$ cat config.mk
export PLATFORM = sky130hd
export DESIGN_NAME = dop_output_ports
export DESIGN_NICKNAME = d
export VERILOG_FILES = /design/src/pkg/dop_pkg.sv /design/src/logic/dop_output_ports.sv
export SDC_FILE = /design/constraint.sdc
export NUM_CORES = 1
export LEC_CHECK = 0
export ABC_AREA = 1
export BUFFER_PORTS_ARGS = -buffer_cell sky130_fd_sc_hd__buf_2
export CAP_MARGIN = 20
export CELL_PAD_IN_SITES_DETAIL_PLACEMENT = 1
export CELL_PAD_IN_SITES_GLOBAL_PLACEMENT = 2
export CORE_ASPECT_RATIO = 2
export CORE_UTILIZATION = 30
export DETAILED_ROUTE_END_ITERATION = 10
export PLACE_DENSITY_LB_ADDON = 0.05
export SLEW_MARGIN = 0
export SYNTH_ARGS = -nofsm -noshare
export SYNTH_HDL_FRONTEND = slang
export SYNTH_SLANG_ARGS = --single-unit
$ cat constraint.sdc
create_clock -name mclk -period 4.64 [get_ports mclk]
set_clock_uncertainty 0.2 [all_clocks]
set_input_delay 0.928 -clock mclk [delete_from_list [all_inputs] [get_ports mclk]]
set_output_delay 0.928 -clock mclk [all_outputs]
set_load 0.01 [all_outputs]
$ cat src/pkg/dop_pkg.sv
// Constants and types shared by the digital output pattern ports
package dop_pkg;

   // ==========================================================
   // Port geometry
   localparam int PORT_COUNT = 4;
   localparam int PORT_WIDTH = 8;
   localparam int LINE_COUNT = PORT_COUNT * PORT_WIDTH;
   localparam int CHAN_WIDTH = 5;
   localparam int IDX_WIDTH  = 2;
   localparam int BYTE_SHIFT = 3;

   // ==========================================================
   // Channel numbers
   localparam logic [CHAN_WIDTH-1:0] CHAN_FIRST  = 5'h0B;
   localparam logic [CHAN_WIDTH-1:0] CHAN_THIRD  = 5'h0D;
   localparam logic [CHAN_WIDTH-1:0] CHAN_LAST   = 5'h0E;

   // ==========================================================
   // Reset values and data masks
   localparam logic [PORT_WIDTH-1:0] PATTERN_RESET = 8'h00;
   localparam logic [PORT_COUNT-1:0] DIR_RESET     = 4'h0;
   localparam logic [LINE_COUNT-1:0] MASK_BYTE     = 32'h0000_00FF;
   localparam logic [LINE_COUNT-1:0] MASK_PAIR     = 32'h0000_FFFF;
   localparam logic [LINE_COUNT-1:0] MASK_ALL      = 32'hFFFF_FFFF;
   localparam logic [PORT_COUNT-1:0] SEL_BYTE      = 4'h1;
   localparam logic [PORT_COUNT-1:0] SEL_PAIR      = 4'h3;
   localparam logic [PORT_COUNT-1:0] SEL_ALL       = 4'hF;

   // ==========================================================
   // Panel value entry
   localparam int ACC_WIDTH = 12;
   localparam logic [4:0]           RADIX_DEC = 5'h0A;
   localparam logic [4:0]           RADIX_HEX = 5'h10;
   localparam logic [4:0]           RADIX_OCT = 5'h08;
   localparam logic [ACC_WIDTH-1:0] PANEL_MAX = 12'h0FF;

   // ==========================================================
   // Types
   typedef enum logic [1:0] {
      WRITE_PORT_BYTE_CMD,
      WRITE_PORT_PAIR_CMD,
      WRITE_ALL_PORTS_CMD,
      WRITE_NONE_CMD
   } dop_op_t;

   typedef enum logic [1:0] {
      FMT_DEC,
      FMT_HEX,
      FMT_BIN,
      FMT_OCT
   } dop_fmt_t;

   typedef enum {
      PNL_IDLE,
      PNL_ENTRY
   } dop_pnl_state_t;

endpackage

$ cat src/logic/dop_output_ports.sv
// Output pattern logic for the four 8-bit digital output ports
`timescale 1ns/100ps

module dop_output_ports (
   // Clock and reset
   input  wire logic                                    mclk,
   input  wire logic                                    rst,
   // Port direction configuration
   input  wire logic                                    cfgValid,
   input  wire logic [dop_pkg::CHAN_WIDTH-1:0]          cfgChan,
   input  wire logic                                    cfgOutput,
   // Remote write command
   input  wire logic                                    remValid,
   input  wire dop_pkg::dop_op_t                        remOp,
   input  wire logic [dop_pkg::CHAN_WIDTH-1:0]          remChan,
   input  wire logic [dop_pkg::LINE_COUNT-1:0]          remData,
   output logic                                         remAck,
   output logic                                         remErr,
   // Panel entry
   input  wire logic                                    panelFmtValid,
   input  wire dop_pkg::dop_fmt_t                       panelFmtSel,
   input  wire logic                                    panelDigitValid,
   input  wire logic [3:0]                              panelDigit,
   input  wire logic                                    panelClear,
   input  wire logic                                    panelEnter,
   input  wire logic [dop_pkg::CHAN_WIDTH-1:0]          panelChan,
   input  wire logic                                    resetCmd,
   output logic                                         panelAck,
   output logic                                         panelErr,
   output dop_pkg::dop_fmt_t                            panelFmt,
   output logic [dop_pkg::PORT_WIDTH-1:0]               panelValue,
   // Output lines
   output logic [dop_pkg::LINE_COUNT-1:0]               lineOut,
   output logic [dop_pkg::LINE_COUNT-1:0]               lineOe
);

   // ==========================================================
   // Channel decoding
   function automatic logic chanInRange(input logic [dop_pkg::CHAN_WIDTH-1:0] chan);
      chanInRange = (chan >= dop_pkg::CHAN_FIRST) && (chan <= dop_pkg::CHAN_LAST);
   endfunction

   function automatic logic [dop_pkg::IDX_WIDTH-1:0] chanIndex(
      input logic [dop_pkg::CHAN_WIDTH-1:0] chan);
      logic [dop_pkg::CHAN_WIDTH-1:0] diff;
      diff      = chan - dop_pkg::CHAN_FIRST;
      chanIndex = diff[dop_pkg::IDX_WIDTH-1:0];
   endfunction

   // ==========================================================
   // State
   logic [dop_pkg::PORT_WIDTH-1:0] pattern_q [dop_pkg::PORT_COUNT];
   logic [dop_pkg::PORT_COUNT-1:0] dirOut_q;
   dop_pkg::dop_fmt_t              fmt_q;
   logic [dop_pkg::PORT_WIDTH-1:0] acc_q;
   logic [dop_pkg::PORT_WIDTH-1:0] acc_d;
   dop_pkg::dop_pnl_state_t        pnl_q;
   dop_pkg::dop_pnl_state_t        pnl_d;

   // ==========================================================
   // Remote command decode
   logic [dop_pkg::IDX_WIDTH-1:0]  remIdx;
   logic [dop_pkg::PORT_COUNT-1:0] remSel;
   logic [dop_pkg::LINE_COUNT-1:0] remMask;
   logic [dop_pkg::LINE_COUNT-1:0] remLines;
   logic                           remChanOk;
   logic                           remOk;

   always_comb begin
      remIdx    = chanIndex(remChan);
      remChanOk = 1'b0;
      remSel    = '0;
      remMask   = '0;
      case (remOp)
         dop_pkg::WRITE_PORT_BYTE_CMD: begin
            remChanOk = chanInRange(remChan);
            remSel    = dop_pkg::SEL_BYTE;
            remMask   = dop_pkg::MASK_BYTE;
         end
         dop_pkg::WRITE_PORT_PAIR_CMD: begin
            remChanOk = (remChan == dop_pkg::CHAN_FIRST)
                        || (remChan == dop_pkg::CHAN_THIRD);
            remSel    = dop_pkg::SEL_PAIR;
            remMask   = dop_pkg::MASK_PAIR;
         end
         dop_pkg::WRITE_ALL_PORTS_CMD: begin
            remChanOk = (remChan == dop_pkg::CHAN_FIRST);
            remSel    = dop_pkg::SEL_ALL;
            remMask   = dop_pkg::MASK_ALL;
         end
         default: begin
            remChanOk = 1'b0;
         end
      endcase
      // Low byte lands on the addressed port, higher bytes on the ports above it
      remSel   = remSel << remIdx;
      remLines = (remData & remMask)
                 << (int'(remIdx) << dop_pkg::BYTE_SHIFT);
      // Whole command refused if any target port is not an output
      remOk    = remValid && remChanOk && ((remSel & ~dirOut_q) == '0);
   end

   // ==========================================================
   // Panel digit arithmetic
   logic [4:0]                      radix;
   logic [dop_pkg::ACC_WIDTH-1:0]   accNext;
   logic                            digitOk;
   logic [dop_pkg::IDX_WIDTH-1:0]   pnlIdx;
   logic                            pnlWrite;

   always_comb begin
      case (fmt_q)
         dop_pkg::FMT_HEX: radix = dop_pkg::RADIX_HEX;
         dop_pkg::FMT_OCT: radix = dop_pkg::RADIX_OCT;
         default:          radix = dop_pkg::RADIX_DEC;
      endcase
      accNext = dop_pkg::ACC_WIDTH'(acc_q * radix) + dop_pkg::ACC_WIDTH'(panelDigit);
      digitOk = ({1'b0, panelDigit} < radix) && (accNext <= dop_pkg::PANEL_MAX);
      pnlIdx  = chanIndex(panelChan);
      // Remote commands take the cycle; a coincident panel enter is refused
      pnlWrite = panelEnter && !remValid && (pnl_q == dop_pkg::PNL_ENTRY)
                 && chanInRange(panelChan) && dirOut_q[pnlIdx];
   end

   always_comb begin
      pnl_d = pnl_q;
      acc_d = acc_q;
      case (pnl_q)
         dop_pkg::PNL_IDLE: begin
            if (panelDigitValid && digitOk) begin
               acc_d = accNext[dop_pkg::PORT_WIDTH-1:0];
               pnl_d = dop_pkg::PNL_ENTRY;
            end
         end
         dop_pkg::PNL_ENTRY: begin
            if (pnlWrite) begin
               acc_d = dop_pkg::PATTERN_RESET;
               pnl_d = dop_pkg::PNL_IDLE;
            end else if (panelDigitValid && digitOk) begin
               acc_d = accNext[dop_pkg::PORT_WIDTH-1:0];
            end
         end
         default: begin
            pnl_d = dop_pkg::PNL_IDLE;
         end
      endcase
      // Clear, a format change or the reset command abandon the entry
      if (panelClear || panelFmtValid || resetCmd) begin
         acc_d = dop_pkg::PATTERN_RESET;
         pnl_d = dop_pkg::PNL_IDLE;
      end
   end

   // ==========================================================
   // Port direction
   // Out-of-range channel numbers are ignored; configuration has no error answer
   always_ff @(posedge mclk or posedge rst) begin
      if (rst) begin
         dirOut_q <= dop_pkg::DIR_RESET;
      end else if (cfgValid && chanInRange(cfgChan)) begin
         dirOut_q[chanIndex(cfgChan)] <= cfgOutput;
      end
   end

   // ==========================================================
   // Per-port load strobes
   // One remOk gates every port, so a word or double-word cannot load a partial set
   logic [dop_pkg::PORT_COUNT-1:0] remLoad;
   logic [dop_pkg::PORT_COUNT-1:0] pnlLoad;

   genvar s;
   generate
      for (s = 0; s < dop_pkg::PORT_COUNT; s++) begin : g_load
         // Remote has priority, so pnlWrite is already low whenever remOk is high
         assign remLoad[s] = remOk && remSel[s];
         assign pnlLoad[s] = pnlWrite && (pnlIdx == dop_pkg::IDX_WIDTH'(s));
      end
   endgenerate

   // ==========================================================
   // Patterns, one register per port
   genvar p;
   generate
      for (p = 0; p < dop_pkg::PORT_COUNT; p++) begin : g_port
         always_ff @(posedge mclk or posedge rst) begin
            if (rst) begin
               pattern_q[p] <= dop_pkg::PATTERN_RESET;
            end else if (remLoad[p]) begin
               // All selected ports load on this same edge
               pattern_q[p] <=
                  remLines[p*dop_pkg::PORT_WIDTH +: dop_pkg::PORT_WIDTH];
            end else if (pnlLoad[p]) begin
               pattern_q[p] <= acc_q;
            end
         end

         // Lines stay undriven while the port is an input
         always_ff @(posedge mclk or posedge rst) begin
            if (rst) begin
               lineOut[p*dop_pkg::PORT_WIDTH +: dop_pkg::PORT_WIDTH] <= dop_pkg::PATTERN_RESET;
               lineOe[p*dop_pkg::PORT_WIDTH +: dop_pkg::PORT_WIDTH]  <= dop_pkg::PATTERN_RESET;
            end else begin
               lineOut[p*dop_pkg::PORT_WIDTH +: dop_pkg::PORT_WIDTH] <= pattern_q[p];
               lineOe[p*dop_pkg::PORT_WIDTH +: dop_pkg::PORT_WIDTH]  <=
                  {dop_pkg::PORT_WIDTH{dirOut_q[p]}};
            end
         end
      end
   endgenerate

   // ==========================================================
   // Remote answer
   // One answer per request: ack when every target port took the data, err otherwise
   always_ff @(posedge mclk or posedge rst) begin
      if (rst) begin
         remAck <= 1'b0;
         remErr <= 1'b0;
      end else begin
         remAck <= remOk;
         remErr <= remValid && !remOk;
      end
   end

   // ==========================================================
   // Panel format and entry
   always_ff @(posedge mclk or posedge rst) begin
      if (rst) begin
         fmt_q <= dop_pkg::FMT_DEC;
      end else if (resetCmd) begin
         fmt_q <= dop_pkg::FMT_DEC;
      end else if (panelFmtValid) begin
         // No room to show binary, so binary entry falls back to hex
         fmt_q <= (panelFmtSel == dop_pkg::FMT_BIN) ? dop_pkg::FMT_HEX : panelFmtSel;
      end
   end

   always_ff @(posedge mclk or posedge rst) begin
      if (rst) begin
         pnl_q <= dop_pkg::PNL_IDLE;
         acc_q <= dop_pkg::PATTERN_RESET;
      end else begin
         pnl_q <= pnl_d;
         acc_q <= acc_d;
      end
   end

   always_ff @(posedge mclk or posedge rst) begin
      if (rst) begin
         panelAck   <= 1'b0;
         panelErr   <= 1'b0;
         panelFmt   <= dop_pkg::FMT_DEC;
         panelValue <= dop_pkg::PATTERN_RESET;
      end else begin
         panelAck   <= pnlWrite;
         panelErr   <= (panelEnter && !pnlWrite)
                       || (panelDigitValid && !digitOk && !panelClear && !panelFmtValid
                           && !resetCmd);
         panelFmt   <= fmt_q;
         panelValue <= acc_q;
      end
   end

endmodule

* Word level (Yosys, flattened, before mapping)
Index checks and enable logic that the tools add are counted.
** Storage, ports and cells
- Bits in registers :: 128
- Latch bits :: 0
- Bits in writable memories :: 0
- Memory bits (read-only) :: 0
- Bits of input ports :: 65
- Output and inout bits :: 78
- Logic and storage cells :: 134
- Memories kept :: 0
** Operators by class
- Add/sub/neg operators :: 4
- Multiply operators :: 1
- Div/mod/pow operators :: 0
- Order comparisons :: 11
- Equality and inequality tests :: 14
- Shift-type cells :: 2
- Multiplexer cells :: 28
- Bitwise logic cells :: 3
- Reductions and logical operators :: 49
** Operators with widths (number)
- two-way mux 32 bit :: 3
- one-hot mux 32 bit (3 select lines) :: 1
- two-way mux 8 bit :: 11
- one-hot mux 32 bit (2 select lines) :: 1
- bitwise AND 32 bit :: 1
- equality test 32 x 1 -> 1 bit, second input constant :: 1
- equality test 32 x 2 -> 1 bit, second input constant :: 1
- zero test 32 bit :: 1
- << shifter 32 x 5 -> 32 bit :: 1
- logical AND 1 bit :: 27
- one-hot mux 8 bit (2 select lines) :: 1
- greater-or-equal comparator 5 x 4 -> 1 bit, second input constant :: 3
- <= comparator 5 x 4 -> 1 bit, second input constant :: 3
- adder 12 x 4 -> 12 bit :: 1
- <= comparator 12 x 8 -> 1 bit, second input constant :: 1
- multiplier 8 x 5 -> 12 bit :: 1
- one-hot mux 4 bit (3 select lines) :: 1
- equality test 2 bit, second input constant :: 5
- equality test 5 x 4 -> 1 bit, second input constant :: 2
- one-hot mux 5 bit (2 select lines) :: 1
- nonzero test 2 bit :: 5
- zero test 1 bit :: 7
- equality test 2 x 1 -> 1 bit, second input constant :: 3
- < comparator 2 x 3 -> 1 bit, second input constant :: 2
- other kinds (18) :: 28

* Logic depth before layout (Yosys ltp)
- Depth in word-level cells :: 12
- Gate-level depth with buffers :: 24
- Depth with buffers taken out :: 22

* Worst setup path after synthesis
OpenSTA, ideal clock, no wires.
- Path kind :: flip-flop to flip-flop
- Start point :: reg fmt_q[0]
- End point :: reg acc_q[6] in the netlist's numbering
- Library setup time :: 0.072 ns
- Arrival :: 3.408 ns
- Setup slack :: 0.960 ns
- Cell stages (with the launch flop) :: 23
- Buffers on the path :: 2
- Path through :: dfrtp_1 > inv_2 > nor2_4 > buf_6 > inv_4 > nor2_1 > ha_1 > ha_1 > fa_1 > inv_1 > fa_1 > inv_1 > nand3_1 > nand2_1 > nand2_1 > nand3_1 > nand2_1 > nand2_2 > nand4_4 > buf_6 > nand2_1 > nand2_1 > nor2_1
** Between the ends
- Word-level cells in the longest chain between the ends :: 11
- Elaborated cells between the ends (all ways) :: 13
- Classes of those cells :: add/sub: 1; mul: 1; order compare: 2; eq/ne: 2; mux: 5; reduce/logical: 2
** RTL lines
- from (decl) :: line dop_output_ports.sv:54 : dop_pkg::dop_fmt_t fmt_q;
- from (signal assigned) :: line dop_output_ports.sv:228 : fmt_q <= dop_pkg::FMT_DEC;
- from (signal assigned) :: line dop_output_ports.sv:230 : fmt_q <= dop_pkg::FMT_DEC;
- from (signal assigned) :: line dop_output_ports.sv:233 : fmt_q <= (panelFmtSel == dop_pkg::FMT_BIN) ? dop_pkg::FMT_HEX : panelFmtSel;
- equality test 2 bit / equality test 2 x 1 -> 1 bit (equally long branches) :: line dop_output_ports.sv:112 : case (fmt_q)
- one-hot mux 5 bit (2 select lines) * :: line dop_output_ports.sv:112
- multiplier 8 x 5 -> 12 bit :: line dop_output_ports.sv:117 : accNext = dop_pkg::ACC_WIDTH'(acc_q * radix) + dop_pkg::ACC_WIDTH'(panelDigit);
- adder 12 x 4 -> 12 bit :: line dop_output_ports.sv:117
- <= comparator 12 x 8 -> 1 bit :: line dop_output_ports.sv:118 : digitOk = ({1'b0, panelDigit} < radix) && (accNext <= dop_pkg::PANEL_MAX);
- logical AND 1 bit :: line dop_output_ports.sv:118
- logical AND 1 bit :: line dop_output_ports.sv:130, dop_output_ports.sv:139
- two-way mux 8 bit * :: line dop_output_ports.sv:130, dop_output_ports.sv:139
- two-way mux 8 bit :: line dop_output_ports.sv:136 : if (pnlWrite) begin
- one-hot mux 8 bit (2 select lines) * :: line dop_output_ports.sv:128 : case (pnl_q)
- two-way mux 8 bit * :: line dop_output_ports.sv:148 : if (panelClear || panelFmtValid || resetCmd) begin
- via acc_d (one bit) :: line dop_output_ports.sv:56 : logic [dop_pkg::PORT_WIDTH-1:0] acc_d;
- to (signal assigned) :: line dop_output_ports.sv:240 : acc_q <= dop_pkg::PATTERN_RESET;
- to (decl) :: line dop_output_ports.sv:55 : logic [dop_pkg::PORT_WIDTH-1:0] acc_q;
Mark *: on every way through the listed nets, which the timed path passes. The rest lies on a longest branch.
A chain may end at the register's enable or synchronous reset.

* Final worst setup path
- Start point :: reg fmt_q[0]
- End point :: reg acc_q[2] in the netlist's numbering
Same word-level chain as after synthesis.

==> impl_metrics.toml <==
[status]
outcome = "finished, final reports clean"

[finish]
area_growth_pct = 19.0
utilization = 0.364
final_cells = 1072
multi_input_area_um2 = 2600
regArea_um2 = 2430
fin_nets = 925
drive_gt1_frac = 0.239
diodes = 0
nFillCells = 2329

[cts]
postCtsHoldBufs = 0
cts_made_buffers = 9
path_clk_slew_ns = 0.08
post_cts_resized = 0
root_buffer = "clkbuf_16"
cts_buffer_depth = 2
clk_latency_ns = 0.36
cts_tree = "yes"
cts_num_sinks = 97
htreeDepth = 3

[setup_path]
worst-endpoint-arrival_ns = 4.38
path_cells = "inv_2 > nor2_4 > buf_4 > nor2_1 > ha_1 > inv_1 > fa_1 > inv_1 > ha_1 > ha_1 > nand2_1 > nand2_1 > a21oi_1 > nand2_1 > nand2_1 > nand2_1 > inv_1 > nand4_4 > nand2_1 > nand2_1 > nor2_1"
endpoint_kind = "flip-flop"
path_max_fanout = 17
path_common_cell = "nand2_1"
worstPathRequired_ns = 4.73
cpLargestDelayFamily = "adder cells"
worstSetupPathType = "flip-flop to flip-flop"
crit_path_start_kind = "flip-flop"
cpPeakStageDelay_ns = 0.53
critPathSlowestCell = "fa_1"
crit_buf_inv = 5

[floorplan]
io_pins = 143
die_area_um2 = 19700
fp.coreArea_um2 = 18700
fp.dieW_um = 99.8
floorplan.initialDensity = 0.306
rows = 71
die_y_um = 198

[sta]
drv_slew = 0
fin_crit_sh = 0.925
finalCriticalPeriod_ns = 4.29
rsz0062_at_grt = "false"
hold_violations = 0
setup_viol = 0
relSlewSlack = 0.466
fmaxAchievable_mhz = 233
tightest_slew_ns = 0.797
tns_ns = 0

[global_routing]
antenna_found_initial = 1
grt_first_pass_wirelength_um = 30300
grt_overflow = 0
grt_pass1_vias = 5367
track_usage = 0.209
grt_max_degree = 53

[detailed_routing]
viasPerCell = 4.67
drtIter0Drc = 151
drt_pass1_iterations = 4
ant_nets = 0
wl_per_cell_um = 18.2
drc = 0
wl_um = 19500
vias = 5003

[power]
peakVddDrop_v = 0.000135
finalPower_mw = 2.12
power.density_nw_per_um2 = 311
power_leakage_nw = 3.92

[synth]
synth.distinct_cells = 40
yosysTopAreaCellShare = 0.423
async_reset_ff_frac = 1.00
ys_warn_count = 0
ys_seq_area_frac = 0.423
synthTopCellsByArea = "dfrtp_1 42%, nand2_1 10%, ha_1 9.2%, nand3_1 7.6%, inv_1 6.4%"
yosys.area.top_type = "dfrtp_1"
synth_most_common_cell = "nand2_1"
synth_ff_type = "dfrtp_1"
syn-instance-count = 694
synth_commonest_cells = "155 x nand2_1, 98 x inv_1, 97 x dfrtp_1"
synth_nets = 807
syn_area_um2 = 5740
ys_ff_latch = 97
syn_area_per_cell_um2 = 8.27
synth-edff-count = 0

[placement]
hpwl_um = 16100
place_congestion = 0.820
dpl.cell_count = 1054
io_buffers = 142

[job]
maxCapViolCount = 0

[hold_path]
hp-class = "flip-flop to flip-flop"
routing by layer:
| metal | wire, um | part of all wire | track usage |
|---|---|---|---|
| met3 | 709 | 0.036 | 0.0294 |
| met2 | 11800 | 0.60 | 0.437 |
| met4 | 378 | 0.019 | 0.0681 |
| met5 | 13 | 0.00067 | 0 |
| met1 | 6630 | 0.34 | 0.200 |
per-stage QoR:
stage	instance area (um2)	hold slack, ns	setup slack, ns
6_report	6830	0.175	0.349
5_1_grt	6830	0.191	0.0687
4_1_cts	6810	0.179	0.283
3_5_place_dp	6500	0.164	0.317
3_3_place_gp	6500	0.161	0.456
2_1_floorplan	5740	0.154	0.960
path summary, 6_finish.rpt:
path	start	end	slack, ns	cells past startpoint
worst max-delay path	fmt_q[0]	acc_q[2]	0.35	21
worst min-delay path	pattern_q[6]	lineOut[30]	0.17	0
worst max register to register	fmt_q[0]	acc_q[2]	0.35	21
worst min register to register	pattern_q[6]	lineOut[30]	0.17	0
max in group asynchronous	rst	remAck	2.99	3
min in group asynchronous	rst	lineOut[11]	0.47	2
cell usage in the layout (no fill, tap or decap), drive strengths merged, types with 2 or more instances in the layout:
cell and n:
fa 6, nand3 92, o22ai 14, dfrtp 97, clkinvlp 2, nor3 3, nand4 4, nand2 158
inv 108, a31oi 4, ha 42, nor2 63, o211ai 11, buf 148, a21oi 8, clkinv 3
xnor2 2, o21ai 36, clkbuf 9
logic make-up after synthesis:
| group | after synthesis | synth area share |
|---|---|---|
| compound gates | 75 | 0.0783 |
| fa+ha+maj | 48 | 0.113 |
| xor+xnor | 3 | 0.00458 |
| buf+inv | 148 | 0.124 |
| flops | 97 | 0.423 |
| simple gates | 323 | 0.258 |
power breakdown:
group | leakage [nW] | internal [mW] | switching [mW]
clock | 0.147 | 0.428 | 0.359
combinational | 2.44 | 0.142 | 0.249
sequential | 1.33 | 0.897 | 0.0462
sequential cells by signal, indices dropped and copies added, names as in the netlist:
signal	flops
lineOut	32
pnl_q	1
fmt_q	2
panelFmt	2
remErr	1
panelErr	1
lineOe	4
remAck	1
dirOut_q	4
panelValue	8
panelAck	1
acc_q	8
pattern_q	32
area by class of cell:
cell class,count,area share
clock inverters,7,0.0132
clock buffers,9,0.0330
repair buffers,148,0.111
multi-input cells,449,0.381
flip-flops and latches,97,0.355
well taps,255,0.0467
inverters,107,0.0603
repair_timing:
item	4_1_cts	5_1_grt
endpoints found under the hold margin	0	0
buffers inserted	0	2
endpoints found under the setup margin	0	1
(Power assumes the default switching activity.)
